===== src/shared/fdf_pkg.sv =====
package fdf_pkg;
	// byte offsets on the register bus
	localparam logic [7:0] FLAGS_OFS     = 8'h00;
	localparam logic [7:0] PIN_CFG_OFS   = 8'h04;
	localparam logic [7:0] RESP_CFG_OFS  = 8'h08;
	localparam logic [7:0] IRQ_MASK_OFS  = 8'h0c;
	// event flag positions
	localparam int FL_TIMEOUT  = 0;
	localparam int FL_THERMAL  = 1;
	localparam int FL_LED      = 2;
	localparam int FL_SYNC1    = 3;
	localparam int FL_SYNC2    = 4;
	localparam int FL_THERM_NTC = 5;
	localparam int FL_VFLASH   = 6;
	localparam int FL_VMON     = 7;
	// pin_and_input_config fields
	localparam int PC_TORCH    = 7;
	localparam int PC_POL2     = 6;
	localparam int PC_POL1     = 5;
	localparam int PC_THERM    = 4;
	localparam int PC_STB_POL  = 3;
	localparam int PC_STB_EN   = 2;
	localparam logic [7:0] PIN_CFG_MASK   = 8'hfc;
	localparam logic [7:0] PIN_CFG_RESET  = 8'h68;
	// fault_response_config fields
	localparam int RC_VMON_SD  = 3;
	localparam int RC_EXPO     = 2;
	localparam int RC_THERM_SD = 1;
	localparam int RC_SYNC2_SD = 0;
	localparam logic [7:0] RESP_CFG_MASK  = 8'h0f;
	localparam logic [7:0] RESP_CFG_RESET = 8'h00;
	localparam logic [7:0] FLAGS_RESET    = 8'h00;
	localparam logic [7:0] MASK_RESET     = 8'h00;
	localparam logic [1:0] HTRANS_NONSEQ  = 2'h2;
	typedef struct packed {
		logic [7:0] flags;
		logic [7:0] pin_cfg;
		logic [7:0] resp_cfg;
		logic [7:0] irq_mask;
		logic       sync1_d;
		logic       sync2_d;
		logic       ph_valid;
		logic       ph_write;
		logic [7:0] ph_addr;
		logic [31:0] rdata;
	} fdf_state_t;
endpackage : fdf_pkg


===== src/logic/fdf_regs.sv =====
// Our own choices: the AHB-Lite slave port and the register offsets.
module fdf_regs
	import fdf_pkg::*;
(
	input  wire logic        clk,
	input  wire logic        nrst,
	input  wire logic        hsel,
	input  wire logic [31:0] haddr,
	input  wire logic [1:0]  htrans,
	input  wire logic        hwrite,
	input  wire logic [2:0]  hsize,
	input  wire logic [31:0] hwdata,
	input  wire logic        hready,
	output logic             hreadyout,
	output logic             hresp,
	output logic [31:0]      hrdata,
	input  wire logic        ev_flash_timeout,
	input  wire logic        ev_thermal,
	input  wire logic        ev_led_fault,
	input  wire logic        shared_sync_torch_pin,
	input  wire logic        second_sync_input,
	input  wire logic        therm_below_trip,
	input  wire logic        supply_mon_trip,
	input  wire logic        supply_flash_trip,
	input  wire logic        flash_event,
	input  wire logic        strobe_pin,
	output logic             torch_enable,
	output logic             strobe_active,
	output logic             thermistor_mode,
	output logic             force_torch,
	output logic             force_shutdown,
	output logic             exposure_timing_mode,
	output logic             irq
);
	fdf_state_t s_r, s_nxt;

	function automatic logic [31:0] rd_mux(input fdf_state_t s,
	                                       input logic [7:0] a);
		case (a)
			FLAGS_OFS:    rd_mux = {24'h000000, s.flags};
			PIN_CFG_OFS:  rd_mux = {24'h000000, s.pin_cfg};
			RESP_CFG_OFS: rd_mux = {24'h000000, s.resp_cfg};
			IRQ_MASK_OFS: rd_mux = {24'h000000, s.irq_mask};
			default:      rd_mux = 32'h00000000;
		endcase
	endfunction : rd_mux

	logic       sync_mode1;
	logic       sync1_lvl;
	logic       sync2_lvl;
	logic       sync2_ev;
	logic       therm_ev;
	logic       vmon_ev;
	logic [7:0] set_v;
	logic       take;

	always_comb begin
		sync_mode1 = ~s_r.pin_cfg[PC_TORCH];
		// polarity normalises pins so "active" reads one
		sync1_lvl = ~(shared_sync_torch_pin ^ s_r.pin_cfg[PC_POL1]);
		sync2_lvl = ~(second_sync_input ^ s_r.pin_cfg[PC_POL2]);
		sync2_ev = sync2_lvl ^ s_r.sync2_d;
		therm_ev = s_r.pin_cfg[PC_THERM] & therm_below_trip;
		vmon_ev = supply_mon_trip;
		set_v = '0;
		set_v[FL_TIMEOUT] = ev_flash_timeout;
		set_v[FL_THERMAL] = ev_thermal;
		set_v[FL_LED] = ev_led_fault;
		set_v[FL_SYNC1] = sync_mode1 & (sync1_lvl ^ s_r.sync1_d);
		set_v[FL_SYNC2] = sync2_ev;
		set_v[FL_THERM_NTC] = therm_ev;
		set_v[FL_VFLASH] = supply_flash_trip;
		set_v[FL_VMON] = vmon_ev;
		take = hsel & hready & (htrans == HTRANS_NONSEQ);
	end

	always_comb begin
		s_nxt = s_r;
		s_nxt.sync1_d = sync1_lvl;
		s_nxt.sync2_d = sync2_lvl;
		s_nxt.ph_valid = take;
		if (take) begin
			s_nxt.ph_write = hwrite;
			s_nxt.ph_addr = haddr[7:0];
			if (!hwrite) begin
				s_nxt.rdata = rd_mux(s_r, haddr[7:0]);
			end
		end
		// reading the flags clears them; events in the same cycle survive
		if (take && !hwrite && haddr[7:0] == FLAGS_OFS) begin
			s_nxt.flags = FLAGS_RESET;
		end
		if (s_r.ph_valid && s_r.ph_write) begin
			case (s_r.ph_addr)
				PIN_CFG_OFS:  s_nxt.pin_cfg = hwdata[7:0] & PIN_CFG_MASK;
				RESP_CFG_OFS: s_nxt.resp_cfg = hwdata[7:0] & RESP_CFG_MASK;
				IRQ_MASK_OFS: s_nxt.irq_mask = hwdata[7:0];
				// write one to clear, set still wins below
				FLAGS_OFS:    s_nxt.flags = s_nxt.flags & ~hwdata[7:0];
				default: ;
			endcase
		end
		s_nxt.flags = s_nxt.flags | set_v;
		if (flash_event) begin
			s_nxt.pin_cfg[PC_TORCH] = 1'b0;
		end
	end

	always_ff @(posedge clk or negedge nrst) begin
		if (!nrst) begin
			s_r <= '{flags: FLAGS_RESET, pin_cfg: PIN_CFG_RESET,
			         resp_cfg: RESP_CFG_RESET, irq_mask: MASK_RESET,
			         sync1_d: 1'b0, sync2_d: 1'b0, ph_valid: 1'b0,
			         ph_write: 1'b0, ph_addr: 8'h00, rdata: 32'h00000000};
		end else begin
			s_r <= s_nxt;
		end
	end

	assign hreadyout = 1'b1;
	assign hresp = 1'b0;
	assign hrdata = s_r.rdata;
	assign torch_enable = s_r.pin_cfg[PC_TORCH] & shared_sync_torch_pin;
	assign strobe_active = s_r.pin_cfg[PC_STB_EN] &
	                       ~(strobe_pin ^ s_r.pin_cfg[PC_STB_POL]);
	assign thermistor_mode = s_r.pin_cfg[PC_THERM];
	assign exposure_timing_mode = s_r.resp_cfg[RC_EXPO];
	// shutdown outranks torch reduction when several faults coincide
	assign force_shutdown = (sync2_ev & s_r.resp_cfg[RC_SYNC2_SD])
	                      | (therm_ev & s_r.resp_cfg[RC_THERM_SD])
	                      | (vmon_ev & s_r.resp_cfg[RC_VMON_SD]);
	assign force_torch = ~force_shutdown &
	                     ((sync2_ev & ~s_r.resp_cfg[RC_SYNC2_SD])
	                     | (therm_ev & ~s_r.resp_cfg[RC_THERM_SD])
	                     | (vmon_ev & ~s_r.resp_cfg[RC_VMON_SD]));
	assign irq = |(s_r.flags & s_r.irq_mask);
endmodule : fdf_regs


===== config.mk =====
export PLATFORM = sky130hd
export DESIGN_NAME = fdf_regs
export DESIGN_NICKNAME = d
export VERILOG_FILES = /design/src/shared/fdf_pkg.sv /design/src/logic/fdf_regs.sv
export SDC_FILE = /design/constraint.sdc
export NUM_CORES = 1
export LEC_CHECK = 0
export BUFFER_PORTS_ARGS = -buffer_cell sky130_fd_sc_hd__buf_2
export CORE_AREA = 2 2 65 83
export CTS_BUF_LIST = sky130_fd_sc_hd__clkbuf_8
export CTS_CLUSTER_SIZE = 20
export DETAILED_ROUTE_END_ITERATION = 6
export DIE_AREA = 0 0 67 85
export GPL_ROUTABILITY_DRIVEN = 0
export PLACE_DENSITY = 0.85
export REMOVE_ABC_BUFFERS = 1
export SLEW_MARGIN = 40
export SYNTH_ARGS = -nofsm -noshare
export SYNTH_HDL_FRONTEND = slang
export SYNTH_SLANG_ARGS = --single-unit

===== constraint.sdc =====
create_clock -name clk -period 4.93 [get_ports clk]
set_input_delay 0.493 -clock clk [delete_from_list [all_inputs] [get_ports clk]]
set_output_delay 0.493 -clock clk [all_outputs]
set_load 0.01 [all_outputs]

## Word-level counts from Yosys, hierarchy flattened

Cells that the tools add are included.

- Output and inout bits: 41
- Register bits after elaboration: 70

- Bitwise logic cells: 35
- Eq/ne operators: 7
- Mux-type cells: 8
- Reductions and logical operators: 14

Operators with widths:

| cell | number |
|---|---|
| $eq 8x4->1 const B | 4 |
| $mux 32 | 1 |
| $mux 8 | 4 |
| $pmux 8 s4 | 1 |
| $and 8x8->8 | 2 |
| $eq 8x3->1 const B | 2 |
| $logic_not 8->1 | 2 |
| $and 1x1->1 | 13 |
| $reduce_and 2->1 | 5 |
| $not 1->1 | 9 |
| $not 8->8 | 1 |
| $or 8x8->8 | 1 |
| $reduce_or 8->1 | 1 |
| $xor 1x1->1 | 5 |
| $mux 4 | 1 |
| $or 1x1->1 | 4 |
| $reduce_bool 2->1 | 2 |
| $logic_and 1x1->1 | 3 |
| $eq 2x2->1 const B | 1 |
| $logic_not 1->1 | 1 |
| $mux 1 | 1 |

## Depth between registers and ports, before layout

- Depth after elaboration: 9
- Mapped depth: 5

## Worst setup path after synthesis

Ideal clock, no wire load.

- Path type: flip-flop to output port
- From: register s_r[66] in the netlist's numbering
- To: output force_torch
- Setup slack: 2.915 ns
- Stages on the path, launching flop included: 4
- Required time: 4.437 ns
- Arrival time: 1.522 ns
- Cell sequence: dfstp_2 -> xnor3_1 -> a221o_1 -> nor2_1

- Longest elaborated chain between the ends: 8

RTL lines:

| element | RTL line | RTL |
|---|---|---|
| start, declared | fdf_regs.sv:35 | `fdf_state_t s_r, s_nxt;` |
| start signal, assigned | fdf_regs.sv:111 | `s_r <= '{flags: FLAGS_RESET, pin_cfg: PIN_CFG_RESET,` |
| start signal, assigned | fdf_regs.sv:116 | `s_r <= s_nxt;` |
| $xor 1x1->1 | fdf_regs.sv:61 | `sync2_lvl = ~(second_sync_input ^ s_r.pin_cfg[PC_POL2]);` |
| $not 1->1 | fdf_regs.sv:61 |  |
| $xor 1x1->1 | fdf_regs.sv:62 | `sync2_ev = sync2_lvl ^ s_r.sync2_d;` |
| $and 1x1->1 | fdf_regs.sv:129 | `assign force_shutdown = (sync2_ev & s_r.resp_cfg[RC_SYNC2_SD])` |
| $or 1x1->1 | fdf_regs.sv:130 | `\| (therm_ev & s_r.resp_cfg[RC_THERM_SD])` |
| $or 1x1->1 | fdf_regs.sv:131 | `\| (vmon_ev & s_r.resp_cfg[RC_VMON_SD]);` |
| named net force_shutdown | fdf_regs.sv:31 | `output logic force_shutdown,` |
| $not 1->1 | fdf_regs.sv:132 | `assign force_torch = ~force_shutdown &` |
| $and 1x1->1 | fdf_regs.sv:132 |  |
| end, declared | fdf_regs.sv:30 | `output logic force_torch,` |

The timed path passes the listed nets, and every way through them passes these cells.

## Worst setup path after layout

- From: register s_r[66] in the netlist's numbering
- To: output force_torch

- Longest elaborated chain between the ends: 8

RTL lines:

| element | RTL line |
|---|---|
| $xor 1x1->1 * | fdf_regs.sv:61 |
| $not 1->1 * | fdf_regs.sv:61 |
| $xor 1x1->1 * | fdf_regs.sv:62 |
| $and 1x1->1 | fdf_regs.sv:129 |
| $or 1x1->1 | fdf_regs.sv:130 |
| $or 1x1->1 | fdf_regs.sv:131 |
| $not 1->1 | fdf_regs.sv:132 |
| $and 1x1->1 * | fdf_regs.sv:132 |

Mark *: on every way between the ends. The rest lies on a longest branch, timed or not.

==> qor.json <==
{
  "cts": {
    "clock_network_latency_to_the_later_pin_of_the_worst_skew_pair_ns": 0.32,
    "cts.reportedPaths.clkPinSlew_ns": 0.10,
    "cts_inserted_buffers": 5,
    "postCtsSetupRepairBufs": 0,
    "tritoncts": "yes",
    "clock_sinks": 46,
    "cts.repair.resized": 0,
    "cts_root_buf": "clkbuf_8",
    "cts.htree.levels": 2,
    "maximum_buffer_depth_of_the_clock_tree": 2,
    "holdBufCountCts": 0
  },
  "timing": {
    "finalHoldWorstSlack_ns": 0.159,
    "max_freq_mhz": 402,
    "unrepaired_setup_endpoints_after_global_routing": "no",
    "worst_margin_pin_slew_ns": 0.591,
    "min_period_over_period_pct": 50.4,
    "finalClockSkew_ns": 0.0150,
    "finalSetupViolations": 0,
    "tns_ns": 0,
    "timing.max_slew.rel_slack_pct": 60.4,
    "timing.final.max_slew_violations": 0,
    "finalCriticalPeriod_ns": 2.49,
    "setup_slack_ns": 2.44,
    "timing_hold_violations_final": 0
  },
  "synth": {
    "synth_compound_area_share_pct": 10.4,
    "ys.warnings.count": 0,
    "ys_types": 41,
    "synth_top_family_by_area": "simple AND/OR/NAND/NOR gates",
    "ys_ff_latch": 46,
    "synth_area_leader_cell": "dfrtp_1",
    "avgSynthCellArea_um2": 11.4,
    "netlist_instances": 210,
    "synth_flop_cell": "dfrtp_1",
    "synth.cell_area_um2": 2400,
    "adder_and_majority_gate_portion_of_the_synthesized_area_pct": 0,
    "synthArstFlopShare_pct": 100,
    "synth_edf_count": 0,
    "post_synth_main_area_contributors": "dfrtp_1, buf_4, mux2_2",
    "synthSimpleGateAreaFrac_pct": 13.9,
    "synth-xor-area-share_pct": 2.40,
    "synth.mux.area_fraction_pct": 12.6,
    "synth.yosys.seq_area_share_pct": 48.2,
    "synth_top_area_share_pct": 44.9
  },
  "setup_path": {
    "crit_path_max_incr_delay_ns": 0.57,
    "critical_path.n_buffers_inverters": 1,
    "critical_path_peak_fanout": 4,
    "critical_path.top_delay_family": "flip-flops",
    "critical_path.endpoint_type": "output port",
    "worst-r2r-cell-count": 4,
    "worstPathArrival_ns": 1.99,
    "timing.reg2reg.setup_slack_ns": 3.16,
    "setup.worst_path.class": "register to output port",
    "launch_point_of_the_worst_reg_to_reg_path": "s_r[33]$_DFFE_PN0N_",
    "critical_path_cell_count": 4,
    "crit_required_ns": 4.44,
    "cp-startpoint": "s_r[66]$_DFFE_PN1P_",
    "cell_chain_critical_path": "xnor3_1 > a221o_1 > nor2_1 > buf_2",
    "r2r_end": "s_r[62]$_DFFE_PN0P_",
    "worst_path_max_delay_cell": "dfstp_2",
    "timing.critical_path.from_type": "register",
    "setup.worst_path.end": "force_torch"
  },
  "floorplan": {
    "die_width_um": 67,
    "rows": 29,
    "core_um2": 4930,
    "floorplan.io_pins": 125,
    "die_height_um": 85,
    "initial_core_util_pct": 48.6,
    "fp.dieArea_um2": 5700
  },
  "grt": {
    "grt_first_pass_wirelength_um": 8220,
    "grt_antenna_before_repair": 0,
    "first_global_vias": 1679,
    "grt_max_degree": 47,
    "overflow": 0,
    "gr-usage-all-layers_pct": 19.5
  },
  "outcome": {
    "run_status": "finished clean"
  },
  "power_and_ir_drop": {
    "total_leakage_power_nw": 1.23,
    "net-switching-power_mw": 0.233,
    "vdd.ir_drop.worst_uv": 179,
    "cell_internal_pwr_mw": 0.604,
    "share_clk_of_total_power_pct": 34.8,
    "share_seq_of_total_power_pct": 50.9,
    "switching_share_pct": 27.8,
    "power.share.combinational_pct": 14.3,
    "pwr_density_cell_nw_per_um2": 315
  },
  "routing": {
    "detailroute.wirelength.met3_um": 322,
    "post_drt_via_cell_ratio": 5.60,
    "routed_wl_um": 5250,
    "top_layer_used": "met4",
    "number_of_drc_violations_after_detailed_routing": 0,
    "route.detailed.wl_per_inst_um": 16.8,
    "wl_met2_um": 2800,
    "first_iter_violations": 108,
    "detail_route.wirelength.met1_um": 1990,
    "ant_nets": 0,
    "drt-pass1-iter-count": 4,
    "vias": 1754
  },
  "final_layout": {
    "area_growth_syn_to_layout_pct": 11.1,
    "diodes": 0,
    "final_net_count": 334,
    "layout_cell_share_with_drive_strength_beyond_1_pct": 37.1,
    "layout_commonest_cell": "buf_2",
    "filler_cell_count": 464,
    "layout.cells.most_common_list": "buf_2, dfrtp_1, conb_1, nand2_1, mux2_2"
  },
  "place": {
    "place_ws_ns": 2.54,
    "post-dp-hpwl_um": 3720,
    "placement.io_buffers": 47
  },
  "hold_path": {
    "hold_path_class": "input port to async pin"
  },
  "flow_run": {
    "maxCapViolations": 0
  }
}
[metrics by stage]
stage	power [mW]	instance area (um^2)	util, %	std cells
6_report	0.837	2660	53.9	313
5_1_grt	0.868	2660	53.9	313
4_1_cts	0.837	2660	53.9	313
3_5_place_dp	0.551	2550	51.6	305
3_3_place_gp	0.547	2550	51.6	305
2_1_floorplan	0.494	2210	-	194
[state kept, by name, indices dropped and copies added, names as in the netlist]
name                  cells
s_r                      36
hrdata                    8
exposure_timing_mode      1
thermistor_mode           1
[logic make-up after synthesis]
family	count (synthesis)
AOI/OAI and AO/OA	31
DFF	46
muxes	25
and+or+nand+nor	58
buffers and inverters	43
other	2
xor gates and xnor gates	5
[power groups by stage]
| stage | Sequential [mW] | Clock (mW) | Combinational [mW] |
|---|---|---|---|
| 2_1_floorplan | 0.426 | 0 | 0.0681 |
| 3_3_place_gp | 0.431 | 0 | 0.116 |
| 3_5_place_dp | 0.432 | 0 | 0.119 |
| 4_1_cts | 0.425 | 0.292 | 0.120 |
| 5_1_grt | 0.428 | 0.309 | 0.132 |
| 6_report | 0.426 | 0.292 | 0.120 |
[worst min-delay path by stage]
| stage | end | slack, ns | cells past startpoint |
|---|---|---|---|
| 2_1_floorplan | exposure_timing_mode$_DFFE_PN0P_ | 0.20 | 0 |
| 3_3_place_gp | hrdata[5]$_DFFE_PN0P_ | 0.47 | 1 |
| 3_5_place_dp | hrdata[5]$_DFFE_PN0P_ | 0.47 | 1 |
| 4_1_cts | s_r[42]$_DFF_PN0_ | 0.19 | 1 |
| 5_1_grt | s_r[42]$_DFF_PN0_ | 0.21 | 1 |
| 6_report | s_r[50]$_DFFE_PN0P_ | 0.16 | 1 |
[Yosys cell counts, types with 3 or more instances]
cell type   n
dfrtp_1    43
buf_4      34
xnor2_1     3
nand4_1    10
dfstp_2     3
o2bb2ai_1   4
a31o_2      6
nor2_1      4
mux2_2     21
nand2_1    24
nand4b_1    4
a22o_1      4
a22oi_1     8
inv_1       3
[cell type report]
cell class / instances / area, um^2 / share of cell area (%)
well taps: 62 / 77.6 / 2.91
flip-flops and latches: 46 / 1150 / 43.4
repair buffers: 49 / 253 / 9.50
multi-input cells: 145 / 1050 / 39.5
clock buffers: 5 / 68.8 / 2.59
inverters: 3 / 11.3 / 0.423
clock inverters: 3 / 43.8 / 1.65
[metal layers]
layer,vias to the layer above,global-route usage (%)
met5,-,0
met4,0,10.2
met3,14,3.32
met2,87,32.4
met1,865,23.7
li1,788,-
(Power assumes the default switching activity.)
